`config.mk`:
```
export PLATFORM = sky130hd
export DESIGN_NAME = aicp_top
export DESIGN_NICKNAME = d
export VERILOG_FILES = /design/src/logic/aicp_pkg.sv /design/src/logic/aicp_top.sv /design/src/logic/aicp_sync.sv
export VERILOG_INCLUDE_DIRS = /design/src /design/src/logic
export SDC_FILE = /design/constraint.sdc
export NUM_CORES = 1
export LEC_CHECK = 0
export ABC_AREA = 1
export BUFFER_PORTS_ARGS = -buffer_cell sky130_fd_sc_hd__buf_2
export CAP_MARGIN = 20
export CORE_MARGIN = 3
export CORE_UTILIZATION = 45
export CTS_CLUSTER_DIAMETER = 40
export CTS_CLUSTER_SIZE = 40
export DETAILED_ROUTE_END_ITERATION = 12
export PLACE_DENSITY_LB_ADDON = 0.2
export SYNTH_ARGS = -nofsm -noshare
export SYNTH_HDL_FRONTEND = slang
export SYNTH_HIERARCHICAL = 1
export SYNTH_SLANG_ARGS = --single-unit
```
`constraint.sdc`:
```
create_clock -name i_clk -period 2.35 [get_ports i_clk]
set_input_delay 0.47 -clock i_clk [delete_from_list [all_inputs] [get_ports i_clk]]
set_output_delay 0.47 -clock i_clk [all_outputs]
set_load 0.02 [all_outputs]
```
`src/logic/aicp_map.svh`:
```
/*
  constants of the amplifier i2c control port: register offsets, reset
  values, address prefix and small counts, all as macros.
  assumes it is included by its bare name from the top module.
*/
// Notes on behaviour
// - answer address 110110 plus strap bit
// - strap level latched once after power-up
// - works at 100 kHz and 400 kHz
// - slave only, never stretches the clock
// - bytes msb first, each then acknowledged
// - sda moves only while scl low
// - ack holds sda low whole ninth clock
// - any byte count between start and stop
// - write: address, register, data, then stop
// - read: register write, restart, then data out
`ifndef AICP_MAP_SVH
`define AICP_MAP_SVH

// register offsets
`define AICP_REG_ID 8'h00
`define AICP_REG_POWER 8'h01

// reset value of the power and clip register
`define AICP_POWER_RESET 8'hfd

// upper six bits of the seven-bit slave address
`define AICP_ADDR_PREFIX 6'h36

// bits in a byte, counted on scl rising edges
`define AICP_BYTE_BITS 4'h8

// cycles after reset before the synchronised strap is trusted
`define AICP_STRAP_WAIT 2'h3

// synchroniser reset value: scl, sda, strap all idle high
`define AICP_SYNC_RESET 3'h7

`endif

```
`src/logic/aicp_pkg.sv`:
```
/*
  types of the amplifier i2c control port: state encodings and the
  packed structs that carry control state and the power register.
  assumes aicp_map.svh is on the include path.
*/
`default_nettype none
package aicp_pkg;

  // byte engine states, one-hot
  typedef enum logic [4:0]
  {
    ST_IDLE = 5'h01,
    ST_RX   = 5'h02,
    ST_ACK  = 5'h04,
    ST_TX   = 5'h08,
    ST_MACK = 5'h10
  } aicp_state_t;

  // which byte of a write frame is being received
  typedef enum logic [2:0]
  {
    PH_ADDR = 3'h1,
    PH_REG  = 3'h2,
    PH_DATA = 3'h4
  } aicp_phase_t;

  // control state of the byte engine
  typedef struct packed
  {
    aicp_state_t st;
    aicp_phase_t phase;
    logic [3:0] cnt;
    logic [7:0] sh;
    logic [7:0] ptr;
    logic rw;
    logic ack;
    logic oe;
  } aicp_ctl_t;

  // power and clip register layout
  typedef struct packed
  {
    logic [5:0] clip_high;
    logic speaker_sleep_bit;
    logic speaker_shutdown_bit;
  } aicp_power_t;

endpackage
`default_nettype wire

```
`src/logic/aicp_top.sv`:
```
/*
  i2c slave control port of the amplifier: samples scl and sda with the
  system clock, decodes start and stop, receives and sends bytes, and
  holds the identification and power and clip registers.
  assumes i_clk at 25 MHz, scl no faster than 400 kHz, an external
  pull-up on sda, and a strap pin that is steady around power-up.
*/
`timescale 1ns/10ps
`default_nettype none
`include "aicp_map.svh"
module aicp_top #(
  parameter logic [7:0] CHIP_ID = 8'h5a // arbitrary identification value
) (
  // clock and reset
  input wire logic i_clk,
  input wire logic i_reset,
  // i2c pins, sda open drain
  input wire logic i_scl,
  input wire logic i_sda,
  output logic o_sda_out,
  output logic o_sda_oe,
  // address strap
  input wire logic i_sleep_address_strap_pin,
  // register contents and status
  output aicp_pkg::aicp_power_t o_power,
  output logic o_addr_bit,
  output logic o_busy
);
  import aicp_pkg::*;

  logic scl_s; // synchronised scl
  logic sda_s; // synchronised sda
  logic strap_s; // synchronised strap
  logic scl_q; // scl one cycle back
  logic sda_q; // sda one cycle back
  logic scl_rise; // scl went high
  logic scl_fall; // scl went low
  logic start; // start or repeated start seen
  logic stop; // stop seen
  aicp_ctl_t ctl_q, ctl_d; // byte engine state and its next value
  aicp_power_t power_q, power_d; // power and clip register
  logic wr_en; // a received data byte is written this cycle; only the power offset keeps it
  logic [7:0] rd_data; // byte at the pointer
  logic [1:0] wait_q, wait_d; // strap settle counter
  logic strap_done_q, strap_done_d; // strap has been latched
  logic addr_bit_q, addr_bit_d; // latched low address bit
  // pins pass two flops before any logic sees them
  aicp_sync #(
    .W(3),
    .RST(`AICP_SYNC_RESET)
  ) u_sync (
    .i_clk(i_clk),
    .i_reset(i_reset),
    .i_d({i_scl, i_sda, i_sleep_address_strap_pin}),
    .o_q({scl_s, sda_s, strap_s})
  );
  // previous levels for edge detection
  always_ff @(posedge i_clk)
  begin
    if (i_reset)
    begin
      scl_q <= 1'b1;
      sda_q <= 1'b1;
    end
    else
    begin
      scl_q <= scl_s;
      sda_q <= sda_s;
    end
  end
  // a 400 kHz scl half period is over 30 cycles, so the three cycle
  // sampling delay leaves ample margin at either rate
  assign scl_rise = scl_s & ~scl_q;
  assign scl_fall = ~scl_s & scl_q;
  // sda moving while scl stays high marks start and stop
  assign start = scl_s & scl_q & sda_q & ~sda_s;
  assign stop = scl_s & scl_q & ~sda_q & sda_s;
  // strap latch: wait for the synchroniser to fill, then take it once
  always_comb
  begin
    wait_d = wait_q;
    strap_done_d = strap_done_q;
    addr_bit_d = addr_bit_q;
    if (!strap_done_q)
    begin
      if (wait_q == `AICP_STRAP_WAIT)
      begin
        addr_bit_d = strap_s;
        strap_done_d = 1'b1;
      end
      else
      begin
        wait_d = wait_q + 2'h1;
      end
    end
  end
  // strap latch registers
  always_ff @(posedge i_clk)
  begin
    if (i_reset)
    begin
      wait_q <= 2'h0;
      strap_done_q <= 1'b0;
      addr_bit_q <= 1'b0;
    end
    else
    begin
      wait_q <= wait_d;
      strap_done_q <= strap_done_d;
      addr_bit_q <= addr_bit_d;
    end
  end
  // read mux; unmapped offsets read as zero
  always_comb
  begin
    unique case (ctl_q.ptr)
      `AICP_REG_ID: rd_data = CHIP_ID;
      `AICP_REG_POWER: rd_data = power_q;
      default: rd_data = 8'h00;
    endcase
  end
  // byte engine next state
  always_comb
  begin
    ctl_d = ctl_q;
    wr_en = 1'b0;
    if (start)
    begin
      // start or repeated start restarts address reception
      ctl_d.st = ST_RX;
      ctl_d.phase = PH_ADDR;
      ctl_d.cnt = 4'h0;
      ctl_d.oe = 1'b0;
    end
    else if (stop)
    begin
      // stop always releases the bus
      ctl_d.st = ST_IDLE;
      ctl_d.oe = 1'b0;
    end
    else
    begin
      unique case (ctl_q.st)
        ST_IDLE: ctl_d.st = ST_IDLE; // bytes for another slave are ignored
        ST_RX:
        begin
          if (scl_rise)
          begin
            // msb arrives first
            ctl_d.sh = {ctl_q.sh[6:0], sda_s};
            ctl_d.cnt = ctl_q.cnt + 4'h1;
          end
          else if (scl_fall && ctl_q.cnt == `AICP_BYTE_BITS)
          begin
            // byte complete; pull sda low for the ninth clock
            ctl_d.st = ST_ACK;
            ctl_d.oe = 1'b1;
            unique case (ctl_q.phase)
              PH_ADDR:
              begin
                ctl_d.rw = ctl_q.sh[0];
                if (ctl_q.sh[7:1] != {`AICP_ADDR_PREFIX, addr_bit_q})
                begin
                  ctl_d.st = ST_IDLE;
                  ctl_d.oe = 1'b0;
                end
              end
              PH_REG:
              begin
                ctl_d.ptr = ctl_q.sh;
              end
              PH_DATA:
              begin
                wr_en = 1'b1;
                ctl_d.ptr = ctl_q.ptr + 8'h01;
              end
            endcase
          end
        end
        ST_ACK:
        begin
          if (scl_fall)
          begin
            // ninth clock over, release and go on
            ctl_d.oe = 1'b0;
            ctl_d.cnt = 4'h0;
            if (ctl_q.phase == PH_ADDR && ctl_q.rw)
            begin
              // read: first bit goes out in this low phase
              ctl_d.st = ST_TX;
              ctl_d.sh = rd_data;
              ctl_d.oe = ~rd_data[7];
              ctl_d.ptr = ctl_q.ptr + 8'h01;
            end
            else
            begin
              ctl_d.st = ST_RX;
              // any number of data bytes may follow the register byte
              unique case (ctl_q.phase)
                PH_ADDR: ctl_d.phase = PH_REG;
                PH_REG: ctl_d.phase = PH_DATA;
                PH_DATA: ctl_d.phase = PH_DATA;
              endcase
            end
          end
        end
        ST_TX:
        begin
          if (scl_rise)
          begin
            ctl_d.cnt = ctl_q.cnt + 4'h1;
          end
          else if (scl_fall)
          begin
            if (ctl_q.cnt == `AICP_BYTE_BITS)
            begin
              // hand sda to the master for its acknowledge
              ctl_d.st = ST_MACK;
              ctl_d.oe = 1'b0;
            end
            else
            begin
              // next bit only while scl is low
              ctl_d.sh = {ctl_q.sh[6:0], 1'b0};
              ctl_d.oe = ~ctl_q.sh[6];
            end
          end
        end
        ST_MACK:
        begin
          if (scl_rise)
          begin
            ctl_d.ack = ~sda_s;
          end
          else if (scl_fall)
          begin
            ctl_d.cnt = 4'h0;
            if (ctl_q.ack)
            begin
              // master wants more; send the next register
              ctl_d.st = ST_TX;
              ctl_d.sh = rd_data;
              ctl_d.oe = ~rd_data[7];
              ctl_d.ptr = ctl_q.ptr + 8'h01;
            end
            else
            begin
              // nack: stay off the bus until the next start
              ctl_d.st = ST_IDLE;
            end
          end
        end
      endcase
    end
  end
  // byte engine registers
  always_ff @(posedge i_clk)
  begin
    if (i_reset)
    begin
      // every field idles low except the two state codes
      ctl_q <= '{st: ST_IDLE, phase: PH_ADDR, default: '0};
    end
    else
    begin
      ctl_q <= ctl_d;
    end
  end
  // register write; the identification byte is read only
  always_comb
  begin
    power_d = power_q;
    if (wr_en && ctl_q.ptr == `AICP_REG_POWER)
    begin
      power_d = aicp_power_t'(ctl_q.sh);
    end
  end
  // power and clip register
  always_ff @(posedge i_clk)
  begin
    if (i_reset)
    begin
      power_q <= `AICP_POWER_RESET;
    end
    else
    begin
      power_q <= power_d;
    end
  end
  // open drain: only ever pulls low, never touches scl
  assign o_sda_out = 1'b0;
  assign o_sda_oe = ctl_q.oe;
  assign o_power = power_q;
  assign o_addr_bit = addr_bit_q;
  assign o_busy = ~ctl_q.st[0];
  // a foreign address drops the engine to idle
  addr_match_a: assert property (@(posedge i_clk) disable iff (i_reset)
    (ctl_q.st == ST_RX && !start && !stop && scl_fall && ctl_q.cnt == `AICP_BYTE_BITS
      && ctl_q.phase == PH_ADDR && ctl_q.sh[7:1] != {`AICP_ADDR_PREFIX, addr_bit_q})
    |=> ctl_q.st == ST_IDLE && !o_sda_oe)
    else $error("foreign address was answered");
  // address bit never moves once latched
  strap_hold_a: assert property (@(posedge i_clk) disable iff (i_reset)
    $past(strap_done_q) |-> strap_done_q && $stable(addr_bit_q))
    else $error("latched address bit changed");
  // sda drive changes only after scl went low
  sda_low_a: assert property (@(posedge i_clk) disable iff (i_reset)
    $changed(o_sda_oe) && !$past(start) && !$past(stop) |-> !$past(scl_s))
    else $error("sda drive changed while scl high");
  // acknowledge holds sda low throughout
  ack_hold_a: assert property (@(posedge i_clk) disable iff (i_reset)
    ctl_q.st == ST_ACK |-> o_sda_oe)
    else $error("acknowledge not driven");
  // transmitted bit is always the top of the shift register
  tx_msb_a: assert property (@(posedge i_clk) disable iff (i_reset)
    ctl_q.st == ST_TX |-> o_sda_oe == ~ctl_q.sh[7])
    else $error("sent bit is not msb");
  // a stored byte lands in the power register
  write_store_a: assert property (@(posedge i_clk) disable iff (i_reset)
    wr_en && ctl_q.ptr == `AICP_REG_POWER |=> power_q == $past(ctl_q.sh))
    else $error("write data not stored");
  // pointer steps by one after each data byte
  ptr_step_a: assert property (@(posedge i_clk) disable iff (i_reset)
    wr_en |=> ctl_q.ptr == $past(ctl_q.ptr) + 8'h01)
    else $error("pointer did not advance");
  // read loads the addressed byte after the address ack
  read_load_a: assert property (@(posedge i_clk) disable iff (i_reset)
    ctl_q.st == ST_ACK && scl_fall && !start && !stop && ctl_q.rw && ctl_q.phase == PH_ADDR
    |=> ctl_q.st == ST_TX && ctl_q.sh == $past(rd_data))
    else $error("read data not loaded");
  // stop releases the bus next cycle
  stop_idle_a: assert property (@(posedge i_clk) disable iff (i_reset)
    stop && !start |=> ctl_q.st == ST_IDLE && !o_sda_oe)
    else $error("stop did not release bus");

endmodule
`default_nettype wire

```
`src/logic/aicp_sync.sv`:
```
/*
  two flip-flop synchroniser for a group of asynchronous pin levels.
  assumes the inputs are levels; only the second stage is visible.
*/
`timescale 1ns/10ps
`default_nettype none
module aicp_sync #(
  parameter int W = 1,
  parameter logic [W-1:0] RST = '0
) (
  // clock and reset
  input wire logic i_clk,
  input wire logic i_reset,
  // asynchronous levels in, synchronised out
  input wire logic [W-1:0] i_d,
  output logic [W-1:0] o_q
);

  logic [W-1:0] meta_q; // first stage, read only by the second
  logic [W-1:0] sync_q; // second stage

  // two stages, reset to the idle level of the pins
  always_ff @(posedge i_clk)
  begin
    if (i_reset)
    begin
      meta_q <= RST;
      sync_q <= RST;
    end
    else
    begin
      meta_q <= i_d;
      sync_q <= meta_q;
    end
  end

  assign o_q = sync_q;

endmodule
`default_nettype wire

```
Word-level counts from Yosys, hierarchy flattened:

Index checks and enable logic that the tools add are counted.

* add/subtract/negate cells: 3
* multiply operators: 0
* div/mod/pow operators: 0
* magnitude comparators: 0
* eq/ne operators: 34
* shift-type cells: 0
* muxes and demuxes: 59
* bitwise operators: 20
* reductions and logical operators: 20

Operator list (count)
* $pmux 12 s4: 1
* $mux 20: 2
* $mux 5: 8
* $mux 16: 2
* $ne 4x4->1 const B: 8
* $pmux 8 s2: 2
* $mux 28: 1
* $mux 9: 3
* $ne 2x2->1 const B: 13
* $mux 25: 1
* $pmux 5 s5: 1
* $mux 1: 24
* $mux 8: 3
* $pmux 8 s3: 1
* $reduce_and 8->1: 2
* $not 1->1: 13
* $mux 12: 1
* $mux 4: 3
* $reduce_and 12->1: 1
* $reduce_and 11->1: 1
* $mux 3: 3
* $reduce_and 9->1: 1
* $add 8x1->8 const B: 1
* $eq 8x1->1 const B: 1
* 28 further kinds: 39

* flip-flop bits (word level): 51
* latch bits: 0
* memory bits (writable): 0
* ROM bits: 0
* output and inout bits: 12
* word-level logic and storage cells: 155
* memories: 0

Longest topological paths before layout:

* word-level depth: 9
* gate-level depth with buffers: 13
* depth with buffers taken out: 12

Hierarchy:

Netlist, hierarchy kept.

Modules (own cells, without submodules)
* aicp_top: times used 1, cells each 451, area each 2787.7 µm², seq. area each 900.9 µm²
* aicp_sync: times used 1, cells each 19, area each 168.9 µm², seq. area each 120.1 µm²

Least setup slack after synthesis:

No wires, ideal clock.

* path type: reg-to-reg
* from: reg ctl_q[19] in the netlist's numbering
* to: reg ctl_q[3] in the netlist's numbering
* setup time: 0.113 ns
* arrival: 1.509 ns
* data required time: 2.237 ns
* setup slack: 0.728 ns
* stages on the path, launching flop included: 13
* cell sequence: dfxtp_1 -> inv_1 -> ha_1 -> nand2_1 -> nor2_1 -> nand2_1 -> nand2_1 -> nand2_1 -> nor2_2 -> nand3b_4 -> buf_6 -> nor2_1 -> nor2_1

* cells in the longest elaborated chain, start to end: 4

Ends and longest elaborated chain
* start, declared: line aicp_top.sv:40 `aicp_ctl_t ctl_q, ctl_d;`
* start signal, assigned: line aicp_top.sv:266 `ctl_q <= ctl_d;`
* $eq 4x4->1 (no line)
* $logic_and 1x1->1 (no line)
* $ne 2x2->1 (no line)
* $reduce_and 11->1 (no line)

No other way between the ends.
A chain may end at the register's enable or synchronous reset.

Worst setup path after layout:

* from: reg ctl_q[19] in the netlist's numbering
* to: reg ctl_q[28] in the netlist's numbering

* cells in the longest elaborated chain, start to end: 4

Ends and longest elaborated chain
* $eq 4x4->1 (no line) *
* $logic_and 1x1->1 (no line)
* $ne 2x2->1 (no line)
* $reduce_and 8->1 (no line) *

Mark *: on every way between the ends. The rest lies on a longest branch, timed or not.

==> flow_metrics.env <==
export IMPL_skew_ns=0.0113
export IMPL_leakagePower_nw=1.63
export IMPL_drive_gt1_share_pct=9.03
export IMPL_wl_um=7050
export IMPL_syn_nets=481
export IMPL_placed_area_um2=3090
export IMPL_hp_start="i_sda"
export IMPL_row_count=28
export IMPL_drc=0
export IMPL_start_util_pct=48.2
export IMPL_htreeDepth=2
export IMPL_status="finished clean"
export IMPL_cts_buffer_depth=2
export IMPL_track_usage_pct=20.1
export IMPL_stdcell_area_um2=3190
export IMPL_hpwl_um=5330
export IMPL_gp_congestion=0.942
export IMPL_cts_made_buffers=5
export IMPL_clock_latency_ns=0.32
export IMPL_yosysTopAreaCellShare_pct=34.5
export IMPL_tns_ns=0
export IMPL_avgRoutedWirePerCell_um=12.5
export IMPL_syn_avg_cell_area_um2=6.29
export IMPL_fmax_mhz=533
export IMPL_reg2reg_from="ctl_q[19]"
export IMPL_setup_violations=0
export IMPL_worst_pin_slew_ns=0.495
export IMPL_path_clk_slew_ns=0.10
export IMPL_fin_crit_sh_pct=79.8
export IMPL_design_die_area_um2=7580
export IMPL_die_h_um=87.1
export IMPL_grt_pass1_wl_um=12200
export IMPL_criticalPathCategory="reg -> reg"
export IMPL_final_common_cell="nand2_1"
export IMPL_drt_pass1_iterations=5
export IMPL_reg2reg_depth=10
export IMPL_crit_path_end_kind="register"
export IMPL_antenna_found_initial=0
export IMPL_final_cell_mix="nand2_1 (140), nor2_1 (75), inv_1 (65), dfxtp_1 (51), nand3_1 (31)"
export IMPL_fin_cells=562
export IMPL_ant_nets=0
export IMPL_hold_viol_final=0
export IMPL_clock_sinks=51
export IMPL_r2r_slack_ns=0.47
export IMPL_diodes=0
export IMPL_cts_tree="built"
export IMPL_cp_max_fo=4
export IMPL_fin_ws_ns=0.474
export IMPL_ys_warnings_count=6
export IMPL_grt_setup_unrepaired="no"
export IMPL_grt_ovfl_total=0
export IMPL_cp_arrival_ns=2.13
export IMPL_nets=497
export IMPL_ys_seq_elements=51
export IMPL_synthToLayoutAreaGrowth_pct=7.83
export IMPL_root_buffer="clkbuf_8"
export IMPL_min_path_type="in -> reg"
export IMPL_maxSlewHeadroom_pct=66.9
export IMPL_nFillCells=657
export IMPL_yosysUniqueCellTypes=34
export IMPL_min_period_ns=1.88
export IMPL_yosysTopAreaCell="dfxtp_1"
export IMPL_p_per_area_nw_per_um2=495
export IMPL_synthTopCellsByArea="dfxtp_1 (35%), nand2_1 (18%), nor2_1 (9.5%), inv_1 (8.3%), nand3_1 (5.2%)"
export IMPL_crit_required_ns=2.60
export IMPL_dr_total_vias=2879
export IMPL_synth_seq_area_share_pct=34.5
export IMPL_crit_end="ctl_q[28]"
export IMPL_boundaryPins=17
export IMPL_hold_buffers=0
export IMPL_post_place_cells=554
export IMPL_grt_pass1_vias=2633
export IMPL_netlist_instances=470
export IMPL_coreArea_um2=6130
export IMPL_vdd_drop_max_mv=0.365
export IMPL_avgViaCountPerCell=5.12
export IMPL_portBuffers=15
export IMPL_maxSlewViolCount=0
export IMPL_drt_initial_drc_count=201
export IMPL_cts_resized=0
export IMPL_post_cts_buffers=0
export IMPL_start_kind="register"
export IMPL_syn_area_um2=2960
export IMPL_place_ws_ns=0.489
export IMPL_cap_violations=0
export IMPL_die_x_um=87.1
export IMPL_grt_max_degree=28
export IMPL_startpoint="ctl_q[19]"
export IMPL_timing_rr_end="ctl_q[28]"
## cells by family after synthesis
family / after synthesis / share of synthesized area [%]
AOI/OAI and AO/OA: 54 / 10.3
xor gates and xnor gates: 5 / 1.48
adders and majority gates: 6 / 2.54
buffers and inverters: 77 / 10.5
DFF: 51 / 34.5
other: 1 / 0.127
and+or+nand+nor: 276 / 40.5
## flip-flops by register name (all words and copies together) (netlist names)
| name | count |
|---|---|
| u_sync/o_q | 3 |
| wait_q | 2 |
| o_addr_bit | 1 |
| strap_done_q | 1 |
| o_power | 8 |
| sda_q | 1 |
| scl_q | 1 |
| ctl_q | 30 |
| u_sync/meta_q | 3 |
| o_sda_oe | 1 |
## power breakdown
part	internal [mW]	switching, mW	leakage [nW]
registers	0.891	0.0179	0.414
clock network	0.219	0.333	0.0463
logic	0.0436	0.0737	1.17
## synthesized netlist by cell type
cell      number
nor2_4         5
clkbuf_1       5
dfxtp_1       51
nor2_2         2
a21oi_1       17
nand4_2        1
a31oi_1        1
xor2_1         1
clkinv_1       1
o22ai_1        2
nor3_1         5
or2_2          1
ha_1           6
nor2_1        75
o211ai_1       8
nand3b_4       1
o31ai_1        1
conb_1         1
buf_4          2
a211oi_1       1
nand3_1       31
o21ai_1        1
nand2_2        4
and2_1         1
xnor2_1        4
nand4_1        7
buf_6          2
nor3b_1        1
nand2_1      140
inv_2          2
o21ai_0       21
o21a_1         2
inv_1         65
nand3_2        2
## cell type report
type	instances	area, µm²	share of cell area, %
clock inverter	3	27.5	0.863
multi-input combinational	342	1620	50.9
tap	75	93.8	2.94
inverter	68	255	8.01
timing repair buffer	18	97.6	3.06
sequential	51	1020	32.0
clock buffer	5	68.8	2.16
## layer usage
metal / vias to the layer above / wire (µm) / track usage (%) / share of wire [%]
li1: 1501 / - / - / -
met1: 1281 / 3520 / 27.9 / 50
met2: 90 / 3020 / 31.6 / 43
met3: 7 / 436 / 4.07 / 6.2
met4: 0 / 80 / 5.38 / 1.1
met5: - / 0 / 0 / 0
## worst max-delay path: stages (launching register included)
cell,delay [ns]
dfxtp_1,0.35
inv_1,0.08
ha_1,0.14
nand2_1,0.05
nor2_1,0.19
nand2_1,0.16
inv_1,0.18
nor2_1,0.09
nor3_1,0.31
nand3_1,0.12
a21oi_1,0.15
## worst min-delay path by stage
stage / end / slack [ns] / cells past startpoint
global route: u_sync/meta_q[2] / 0.33 / 3
detailed placement: u_sync/o_q[1] / 0.40 / 2
finish: u_sync/meta_q[1] / 0.32 / 3
CTS: u_sync/meta_q[1] / 0.32 / 3
floorplan: u_sync/o_q[0] / 0.39 / 2
global placement: u_sync/o_q[1] / 0.39 / 2
## per-stage QoR
stage / hold slack (ns) / power, mW / utilization (%)
after CTS: 0.316 / 1.60 / 52.0
final: 0.322 / 1.58 / 52.0
after floorplan: 0.387 / 1.02 / -
after global placement: 0.393 / 1.05 / 50.4
after detailed placement: 0.398 / 1.05 / 50.4
after global routing: 0.331 / 1.66 / 52.0
(Power assumes the default switching activity.)
